--- src/hdl/vfc_map.vh ---
// Constants of the video filter command slave: address, commands, reset values, bit positions.
`ifndef VFC_MAP_VH
`define VFC_MAP_VH
`define VFC_FIXED_ADDR      5'h12
`define VFC_CMD_PWRDN       8'h00
`define VFC_CMD_WAKE        8'h01
`define VFC_CMD_CLAMP1_LO   8'h02
`define VFC_CMD_CLAMP3_HI   8'h07
`define VFC_CMD_COMPONENT   8'h08
`define VFC_CMD_COMPOSITE   8'h09
`define VFC_CMD_SYNC_INT    8'h0a
`define VFC_CMD_SYNC_EXT    8'h0b
`define VFC_CMD_POL_POS     8'h0c
`define VFC_CMD_POL_NEG     8'h0d
`define VFC_CMD_FILT_ON     8'h0e
`define VFC_CMD_FILT_OFF    8'h0f
`define VFC_CMD_SOFT_RESET  8'h10
`define VFC_CMD_READ_STAT   8'h11
`define VFC_CMD_LOAD_FREQ   8'h12
`define VFC_CMD_READ_FREQ   8'h13
`define VFC_STAT_RESET      8'h03
`define VFC_FREQ_RESET      8'hff
`define VFC_BIT_COMPOSITE   7
`define VFC_BIT_EXT_SYNC    6
`define VFC_BIT_NEG_POL     5
`define VFC_BIT_PWRDN       4
`define VFC_BIT_BYPASS      3
`define VFC_BIT_CLAMP1      2
`endif

--- src/hdl/vfc_i2c_slave.v ---
// Serial command slave of a triple-channel video filter: bus engine and command interpreter.
// What this block does and what it expects of the bus master
// RULE_01: Detect START and STOP while clock high.
// RULE_02: After STOP or mismatch, ignore until START.
// RULE_03: STOP anywhere aborts, discarding partial data.
// RULE_04: Master separates START and STOP by clock.
// RULE_05: Back-to-back writes with or without repeated START.
// RULE_06: Ninth pulse: receiver pulls low to acknowledge.
// RULE_07: Master retries after a not-acknowledge.
// RULE_08: Acknowledge matching address and every data byte.
// RULE_09: Release data line on ninth pulse of read.
// RULE_10: Compare address serially; drop out on mismatch.
// RULE_11: Address is 10010 plus two select pins.
// RULE_12: Master holds select pins stable while sampled.
// RULE_13: Eighth address bit selects write or read.
// RULE_14: First byte after write address is command.
// RULE_15: Aborted write leaves target register unchanged.
// RULE_16: Code zero powers down, one wakes.
// RULE_17: Codes two to seven set clamp levels.
// RULE_18: Eight component, nine composite input.
// RULE_19: Ten/eleven sync source, twelve/thirteen polarity.
// RULE_20: Fourteen enables filters, fifteen bypasses.
// RULE_21: Sixteen restores status, keeps frequency.
// RULE_22: Seventeen/nineteen arm status or frequency read.
// RULE_23: Eighteen stores next data byte as frequency.
// RULE_24: Read sends exactly one byte of armed register.
// RULE_25: Status register powers on at default.
// RULE_26: No general call, no ten-bit addressing.
// RULE_27: Unknown commands acknowledged, change nothing.
`include "vfc_map.vh"
module vfc_i2c_slave (
  ref_clk,
  rstn,
  scl_in,
  sda_in,
  sda_out,
  sda_oe_n,
  addr_select_pin_high,
  addr_select_pin_low,
  status_out,
  freq_out
);
  input  wire       ref_clk;
  input  wire       rstn;
  input  wire       scl_in;
  input  wire       sda_in;
  output wire       sda_out;
  output reg        sda_oe_n;
  input  wire       addr_select_pin_high;
  input  wire       addr_select_pin_low;
  output reg  [7:0] status_out;
  output reg  [7:0] freq_out;

  // Bus engine states.
  localparam [2:0] ST_IDLE = 3'h0;
  localparam [2:0] ST_ADDR = 3'h1;
  localparam [2:0] ST_AACK = 3'h2;
  localparam [2:0] ST_RXD  = 3'h3;
  localparam [2:0] ST_DACK = 3'h4;
  localparam [2:0] ST_TXD  = 3'h5;
  localparam [2:0] ST_TACK = 3'h6;

  // Meaning of the next received byte within a write cycle.
  localparam [1:0] NXT_CMD  = 2'h0;
  localparam [1:0] NXT_FREQ = 2'h1;
  localparam [1:0] NXT_NONE = 2'h2;

  wire scl_lvl;
  wire scl_rise;
  wire scl_fall;
  wire sda_lvl;
  wire sda_rise;
  wire sda_fall;

  reg  [1:0] sel_meta_reg;
  reg  [1:0] sel_sync_reg;

  reg  [2:0] state_reg;
  reg  [3:0] bit_cnt_reg;
  reg  [7:0] shift_reg;
  reg        read_dir_reg;
  reg  [1:0] nxt_reg;
  reg        rd_freq_reg;
  reg        drive_low_reg;

  vfc_line_sync u_scl_sync (
    .ref_clk    (ref_clk),
    .rstn       (rstn),
    .line_in    (scl_in),
    .line_level (scl_lvl),
    .line_rise  (scl_rise),
    .line_fall  (scl_fall)
  );

  vfc_line_sync u_sda_sync (
    .ref_clk    (ref_clk),
    .rstn       (rstn),
    .line_in    (sda_in),
    .line_level (sda_lvl),
    .line_rise  (sda_rise),
    .line_fall  (sda_fall)
  );

  // Open drain: the data pin is only ever driven low.
  assign sda_out = 1'b0;

  // Address-select pins come from outside the clock domain.
  always @(posedge ref_clk or negedge rstn)
  begin
    if (!rstn)
    begin
      sel_meta_reg <= 2'h0;
      sel_sync_reg <= 2'h0;
    end
    else
    begin
      sel_meta_reg <= {addr_select_pin_high, addr_select_pin_low};
      sel_sync_reg <= sel_meta_reg;
    end
  end

  // Expected address bit for position idx counted from the most significant bit.
  function expected_bit;
    input [3:0] idx;
    input [1:0] sel;
    reg   [6:0] full;
    begin
      full         = {`VFC_FIXED_ADDR, sel};
      expected_bit = full[3'd6 - idx[2:0]];
    end
  endfunction

  // Applies a command code to the status register; unknown codes leave it as it is.
  function [7:0] apply_cmd;
    input [7:0] cmd;
    input [7:0] stat;
    begin
      apply_cmd = stat;
      case (cmd)
        `VFC_CMD_PWRDN:      apply_cmd[`VFC_BIT_PWRDN] = 1'b1; // RULE_16
        `VFC_CMD_WAKE:       apply_cmd[`VFC_BIT_PWRDN] = 1'b0; // RULE_16
        `VFC_CMD_COMPONENT:  apply_cmd[`VFC_BIT_COMPOSITE] = 1'b0; // RULE_18
        `VFC_CMD_COMPOSITE:  apply_cmd[`VFC_BIT_COMPOSITE] = 1'b1; // RULE_18
        `VFC_CMD_SYNC_INT:   apply_cmd[`VFC_BIT_EXT_SYNC] = 1'b0; // RULE_19
        `VFC_CMD_SYNC_EXT:   apply_cmd[`VFC_BIT_EXT_SYNC] = 1'b1; // RULE_19
        `VFC_CMD_POL_POS:    apply_cmd[`VFC_BIT_NEG_POL] = 1'b0; // RULE_19
        `VFC_CMD_POL_NEG:    apply_cmd[`VFC_BIT_NEG_POL] = 1'b1; // RULE_19
        `VFC_CMD_FILT_ON:    apply_cmd[`VFC_BIT_BYPASS] = 1'b0; // RULE_20
        `VFC_CMD_FILT_OFF:   apply_cmd[`VFC_BIT_BYPASS] = 1'b1; // RULE_20
        `VFC_CMD_SOFT_RESET: apply_cmd = `VFC_STAT_RESET; // RULE_21
        default:
        begin
          // Codes 02h..07h: bit 2 of the status is the first input, bit 0 the third.
          if ((cmd >= `VFC_CMD_CLAMP1_LO) && (cmd <= `VFC_CMD_CLAMP3_HI)) // RULE_17
            apply_cmd[`VFC_BIT_CLAMP1 - ((cmd[2:1] - 2'h1) & 2'h3)] = cmd[0]; // RULE_17
        end
      endcase
    end
  endfunction

  // START and STOP take priority over any bit event in the same cycle, so a
  // framing condition is never mistaken for a data bit.
  always @(posedge ref_clk or negedge rstn)
  begin
    if (!rstn)
    begin
      state_reg     <= ST_IDLE;
      bit_cnt_reg   <= 4'h0;
      shift_reg     <= 8'h00;
      read_dir_reg  <= 1'b0;
      nxt_reg       <= NXT_NONE;
      rd_freq_reg   <= 1'b0;
      drive_low_reg <= 1'b0;
      sda_oe_n      <= 1'b1;
      status_out    <= `VFC_STAT_RESET; // RULE_25
      freq_out      <= `VFC_FREQ_RESET;
    end
    else
    begin
      sda_oe_n <= ~drive_low_reg;
      if (scl_lvl && sda_fall)
      begin
        // START or repeated START restarts address reception from any state.
        state_reg     <= ST_ADDR; // RULE_01 RULE_05
        bit_cnt_reg   <= 4'h0;
        drive_low_reg <= 1'b0;
      end
      else if (scl_lvl && sda_rise)
      begin
        // STOP drops the transfer but keeps the armed read register; an unfinished data byte is simply never applied.
        state_reg     <= ST_IDLE; // RULE_01 RULE_03 RULE_15
        drive_low_reg <= 1'b0;
        nxt_reg       <= NXT_NONE;
      end
      else
      begin
        case (state_reg)
          ST_IDLE:
          begin
            drive_low_reg <= 1'b0; // RULE_02
          end
          ST_ADDR:
          begin
            if (scl_rise)
            begin
              shift_reg <= {shift_reg[6:0], sda_lvl};
              bit_cnt_reg <= bit_cnt_reg + 4'h1;
              if (bit_cnt_reg < 4'h7)
              begin
                if (sda_lvl != expected_bit(bit_cnt_reg, sel_sync_reg)) // RULE_10 RULE_11
                  state_reg <= ST_IDLE; // RULE_10 RULE_26
              end
              else
                read_dir_reg <= sda_lvl; // RULE_13
            end
            else if (scl_fall && bit_cnt_reg == 4'h8)
            begin
              drive_low_reg <= 1'b1; // RULE_08 RULE_06
              state_reg     <= ST_AACK;
            end
          end
          ST_AACK:
          begin
            if (scl_fall)
            begin
              bit_cnt_reg <= 4'h0;
              if (read_dir_reg)
              begin
                // A read sends the frequency if armed, else the status; a write releases the bus.
                shift_reg     <= rd_freq_reg ? freq_out : status_out; // RULE_24
                drive_low_reg <= ~(rd_freq_reg ? freq_out[7] : status_out[7]);
                state_reg     <= ST_TXD;
              end
              else
              begin
                drive_low_reg <= 1'b0; // RULE_13
                nxt_reg       <= NXT_CMD; // RULE_14
                state_reg     <= ST_RXD;
              end
            end
          end
          ST_RXD:
          begin
            if (scl_rise)
            begin
              shift_reg   <= {shift_reg[6:0], sda_lvl};
              bit_cnt_reg <= bit_cnt_reg + 4'h1;
            end
            else if (scl_fall && bit_cnt_reg == 4'h8)
            begin
              drive_low_reg <= 1'b1; // RULE_08
              state_reg     <= ST_DACK;
              if (nxt_reg == NXT_CMD)
              begin
                status_out <= apply_cmd(shift_reg, status_out); // RULE_27
                nxt_reg    <= (shift_reg == `VFC_CMD_LOAD_FREQ) ? NXT_FREQ : NXT_CMD;
                if (shift_reg == `VFC_CMD_READ_STAT)
                  rd_freq_reg <= 1'b0; // RULE_22
                else if (shift_reg == `VFC_CMD_READ_FREQ)
                  rd_freq_reg <= 1'b1; // RULE_22
              end
              else if (nxt_reg == NXT_FREQ)
              begin
                freq_out <= shift_reg; // RULE_23
                nxt_reg  <= NXT_CMD;
              end
            end
          end
          ST_DACK:
          begin
            if (scl_fall)
            begin
              drive_low_reg <= 1'b0;
              bit_cnt_reg   <= 4'h0;
              state_reg     <= ST_RXD;
            end
          end
          ST_TXD:
          begin
            if (scl_fall)
            begin
              bit_cnt_reg <= bit_cnt_reg + 4'h1;
              shift_reg   <= {shift_reg[6:0], 1'b0};
              if (bit_cnt_reg == 4'h7)
              begin
                drive_low_reg <= 1'b0; // RULE_09
                state_reg     <= ST_TACK;
              end
              else
                drive_low_reg <= ~shift_reg[6];
            end
          end
          ST_TACK:
          begin
            // One byte only: after the master's acknowledge pulse the slave goes quiet.
            if (scl_fall)
              state_reg <= ST_IDLE; // RULE_24
          end
          default:
            state_reg <= ST_IDLE;
        endcase
      end
    end
  end
endmodule // vfc_i2c_slave

--- src/hdl/vfc_line_sync.v ---
// Two-stage synchroniser with edge detection for the serial clock and data lines.
module vfc_line_sync (
  ref_clk,
  rstn,
  line_in,
  line_level,
  line_rise,
  line_fall
);
  input  wire ref_clk;
  input  wire rstn;
  input  wire line_in;
  output wire line_level;
  output wire line_rise;
  output wire line_fall;

  reg meta_reg;
  reg sync_reg;
  reg last_reg;

  // Lines idle high, so the stages reset high to avoid a false edge.
  always @(posedge ref_clk or negedge rstn)
  begin
    if (!rstn)
    begin
      meta_reg <= 1'b1;
      sync_reg <= 1'b1;
      last_reg <= 1'b1;
    end
    else
    begin
      meta_reg <= line_in;
      sync_reg <= meta_reg;
      last_reg <= sync_reg;
    end
  end

  assign line_level = sync_reg;
  assign line_rise  = sync_reg & ~last_reg;
  assign line_fall  = ~sync_reg & last_reg;
endmodule // vfc_line_sync

--- config.mk ---
export PLATFORM = sky130hd
export DESIGN_NAME = vfc_i2c_slave
export DESIGN_NICKNAME = d
export VERILOG_FILES = /design/src/hdl/vfc_i2c_slave.v /design/src/hdl/vfc_line_sync.v
export VERILOG_INCLUDE_DIRS = /design/src /design/src/hdl
export SDC_FILE = /design/constraint.sdc
export NUM_CORES = 1
export LEC_CHECK = 0
export BUFFER_PORTS_ARGS = -buffer_cell sky130_fd_sc_hd__buf_2
export CAP_MARGIN = 25
export CORE_ASPECT_RATIO = 1.75
export CORE_MARGIN = 2
export CORE_UTILIZATION = 41
export CTS_BUF_LIST = sky130_fd_sc_hd__clkbuf_2 sky130_fd_sc_hd__clkbuf_4 sky130_fd_sc_hd__clkbuf_8
export DETAILED_ROUTE_END_ITERATION = 8
export PLACE_DENSITY = 0.57
export RECOVER_POWER = 25
export SETUP_SLACK_MARGIN = 0.5
export SYNTH_ARGS = -nofsm -noshare
export SYNTH_HDL_FRONTEND = slang
export SYNTH_SLANG_ARGS = --single-unit
export TNS_END_PERCENT = 10
--- constraint.sdc ---
create_clock -name ref_clk -period 6.3 [get_ports ref_clk]
set_input_delay 1.89 -clock ref_clk [delete_from_list [all_inputs] [get_ports ref_clk]]
set_output_delay 1.89 -clock ref_clk [all_outputs]
set_load 0.02 [all_outputs]
==> impl_metrics.env <==
export IMPL_status="finished, final reports clean"
export IMPL_grt_usage=0.185
export IMPL_finalSetupTns_ps=0
export IMPL_clk_latency_ps=310
export IMPL_row_count=39
export IMPL_finalHoldViolations=0
export IMPL_synthesis_area_um2=2750
export IMPL_netlist_instances=275
export IMPL_die_area_um2=7410
export IMPL_setup_viol=0
export IMPL_rrSetupSlack_ps=4060
export IMPL_ant_nets=0
export IMPL_hpwl_um=4570
export IMPL_clk_path_buf_depth=2
export IMPL_ctsHoldBuffers=0
export IMPL_core_um2=6540
export IMPL_ir_worst_vdd_mv=0.148
export IMPL_yosys_warnings=0
export IMPL_cts_buffers=5
export IMPL_htree_levels=2
export IMPL_dr_pass1_iters=4
export IMPL_grt_remaining_overflow=0
export IMPL_die_w_um=65.9
export IMPL_p_leak_nw=1.30
export IMPL_crit_family="flip-flops"
export IMPL_synth_area_per_cell_um2=10.0
export IMPL_rsz0062_at_grt="false"
export IMPL_drive_above_1_share=0.262
export IMPL_clock_fmax_ghz=0.343
export IMPL_cts_root_buf="clkbuf_8"
export IMPL_cp_arrival_ps=1020
export IMPL_place_ws_ps=3730
export IMPL_cts_resized=0
export IMPL_drt_wirelength_per_cell_um=17.0
export IMPL_worstPathRequired_ps=4410
export IMPL_start_util=0.421
export IMPL_worstMarginPinSlew_ps=1090
export IMPL_grt_first_pass_wirelength_um=10500
export IMPL_grt_max_degree=32
export IMPL_syn_nets=289
export IMPL_slew_headroom=0.274
export IMPL_period_needed_ps=2910
export IMPL_synth_flop_cell="dfrtp_1"
export IMPL_drc=0
export IMPL_max_stage_delay_ps=550
export IMPL_viasPerCell=5.56
export IMPL_crit_type="reg -> out"
export IMPL_yosys_area_top_type="dfrtp_1"
export IMPL_cp_slowest_cell="dfstp_2"
export IMPL_gp_congestion=0.800
export IMPL_antenna_cells=0
export IMPL_antenna_found_initial=0
export IMPL_grt_pass1_vias=2073
export IMPL_power_density_nw_per_um2=282
export IMPL_min_period_over_period=0.462
export IMPL_crit_fanout=3
export IMPL_slew_violations=0
export IMPL_synthTopCellsByArea="dfrtp_1 (26%), dfstp_2 (17%), mux2_2 (5.7%)"
export IMPL_fin_ws_ps=3390
export IMPL_max_cap_violations=0
export IMPL_post_cts_setup_buffers=0
export IMPL_io_pins=24
export IMPL_cp_end_kind="output pin"
export IMPL_area_growth_pct=9.05
export IMPL_crit_buf_inv=1
export IMPL_cp_start_kind="register"
export IMPL_yosysMostFrequentCell="dfrtp_1"
export IMPL_cts_tree="built"
export IMPL_async_reset_ff_frac=1.00
export IMPL_fin_nets=303
export IMPL_initialDrtViolationCount=54
export IMPL_cts_clk_slew_worst_paths_ps=90
export IMPL_synth_seq_area_share=0.435
export IMPL_routed_wirelength_um=6330
export IMPL_synth_top_cells_by_count="dfrtp_1 (29), a21oi_1 (25), nand2_1 (23)"
export IMPL_cp_cell_sequence="buf_2"
export IMPL_synth_top_area_frac=0.264
export IMPL_io_buffer_count=22
export IMPL_fin_skew_ps=8.41
export IMPL_cts_sinks=47
export IMPL_synth_cell_types=56
export IMPL_fp_dieH_um=112
export IMPL_synth_edf_count=0
export IMPL_synth_seq_cells=47
export IMPL_hold_class="reg -> reg"
export IMPL_vias=2069
export IMPL_fillerInstances=654
[logic make-up (layout without fill, tap and decap cells)]
kind of cell    Yosys count  count (layout)  share of synthesized area
simple gates             89              89                      0.194
compound gates           72              72                      0.170
flops                    47              47                      0.435
mux                      27              27                      0.105
buf+inv                  27              42                     0.0455
fa+ha+maj                 8               8                     0.0364
xor+xnor                  4               4                     0.0127
other cells               1               1                    0.00136
[power breakdown]
part           internal [mW]  switching, mW
Combinational         0.0948          0.129
Sequential             0.337         0.0742
Clock                  0.105          0.106
[cells in the final DEF (no fill, tap or decap), types with 4 or more instances in the layout]
cell type	count
mux2i_1	12
o21ai_0	16
nand2_1	23
dfrtp_1	29
a21oi_1	25
nand3b_1	5
nor2_1	16
nand2b_1	7
mux2_2	14
inv_1	10
o211ai_1	4
nor2b_1	6
buf_2	21
clkbuf_8	7
dfstp_2	16
ha_1	8
[per-stage QoR]
step,power [mW],cell area (um^2),instances,utilization,hold WS [ps]
after floorplan,0.581,2750,275,-,331
after global placement,0.636,2880,362,0.440,333
after detailed placement,0.644,2910,364,0.444,335
after CTS,0.856,3010,372,0.460,354
after global routing,0.899,3000,372,0.459,367
final,0.846,3000,372,0.459,353
[worst reg2reg max path: stages, from the launching register on]
cell	delay (ps)
dfrtp_1	760
nand4bb_2	320
nor4_4	450
o21a_2	290
nor3b_2	230
a21oi_1	110
[final cells by class]
cell class / instances / area [um^2] / share of cell area
multi-input combinational: 201 / 1420 / 0.474
timing repair buffer: 24 / 136 / 0.0454
clock buffer: 8 / 104 / 0.0346
tap: 82 / 103 / 0.0342
inverter: 10 / 37.5 / 0.0125
sequential: 47 / 1200 / 0.399
[metal layers]
metal / GRT usage / wire length, um / part of all wire / vias up
li1: - / - / - / 1005
met1: 0.201 / 2440 / 0.39 / 1025
met2: 0.344 / 3600 / 0.57 / 30
met3: 0.0301 / 146 / 0.023 / 9
met4: 0.0735 / 138 / 0.022 / 0
met5: 0 / 0 / 0 / -
[final timing paths]
check | startpoint | end | cells past startpoint
worst max-delay path | status_out[1]$_DFFE_PN1P_ | status_out[1] | 1
worst min-delay path | sel_meta_reg[1]$_DFF_PN0_ | sel_sync_reg[1]$_DFF_PN0_ | 0
worst max register to register | state_reg[1]$_DFFE_PN0P_ | status_out[0]$_DFFE_PN1P_ | 5
worst min register to register | sel_meta_reg[1]$_DFF_PN0_ | sel_sync_reg[1]$_DFF_PN0_ | 0
max in group asynchronous | rstn | freq_out[3]$_DFFE_PN1P_ | 2
min in group asynchronous | rstn | state_reg[0]$_DFFE_PN0P_ | 1
Note: power is estimated with default switching activity, not from simulation.
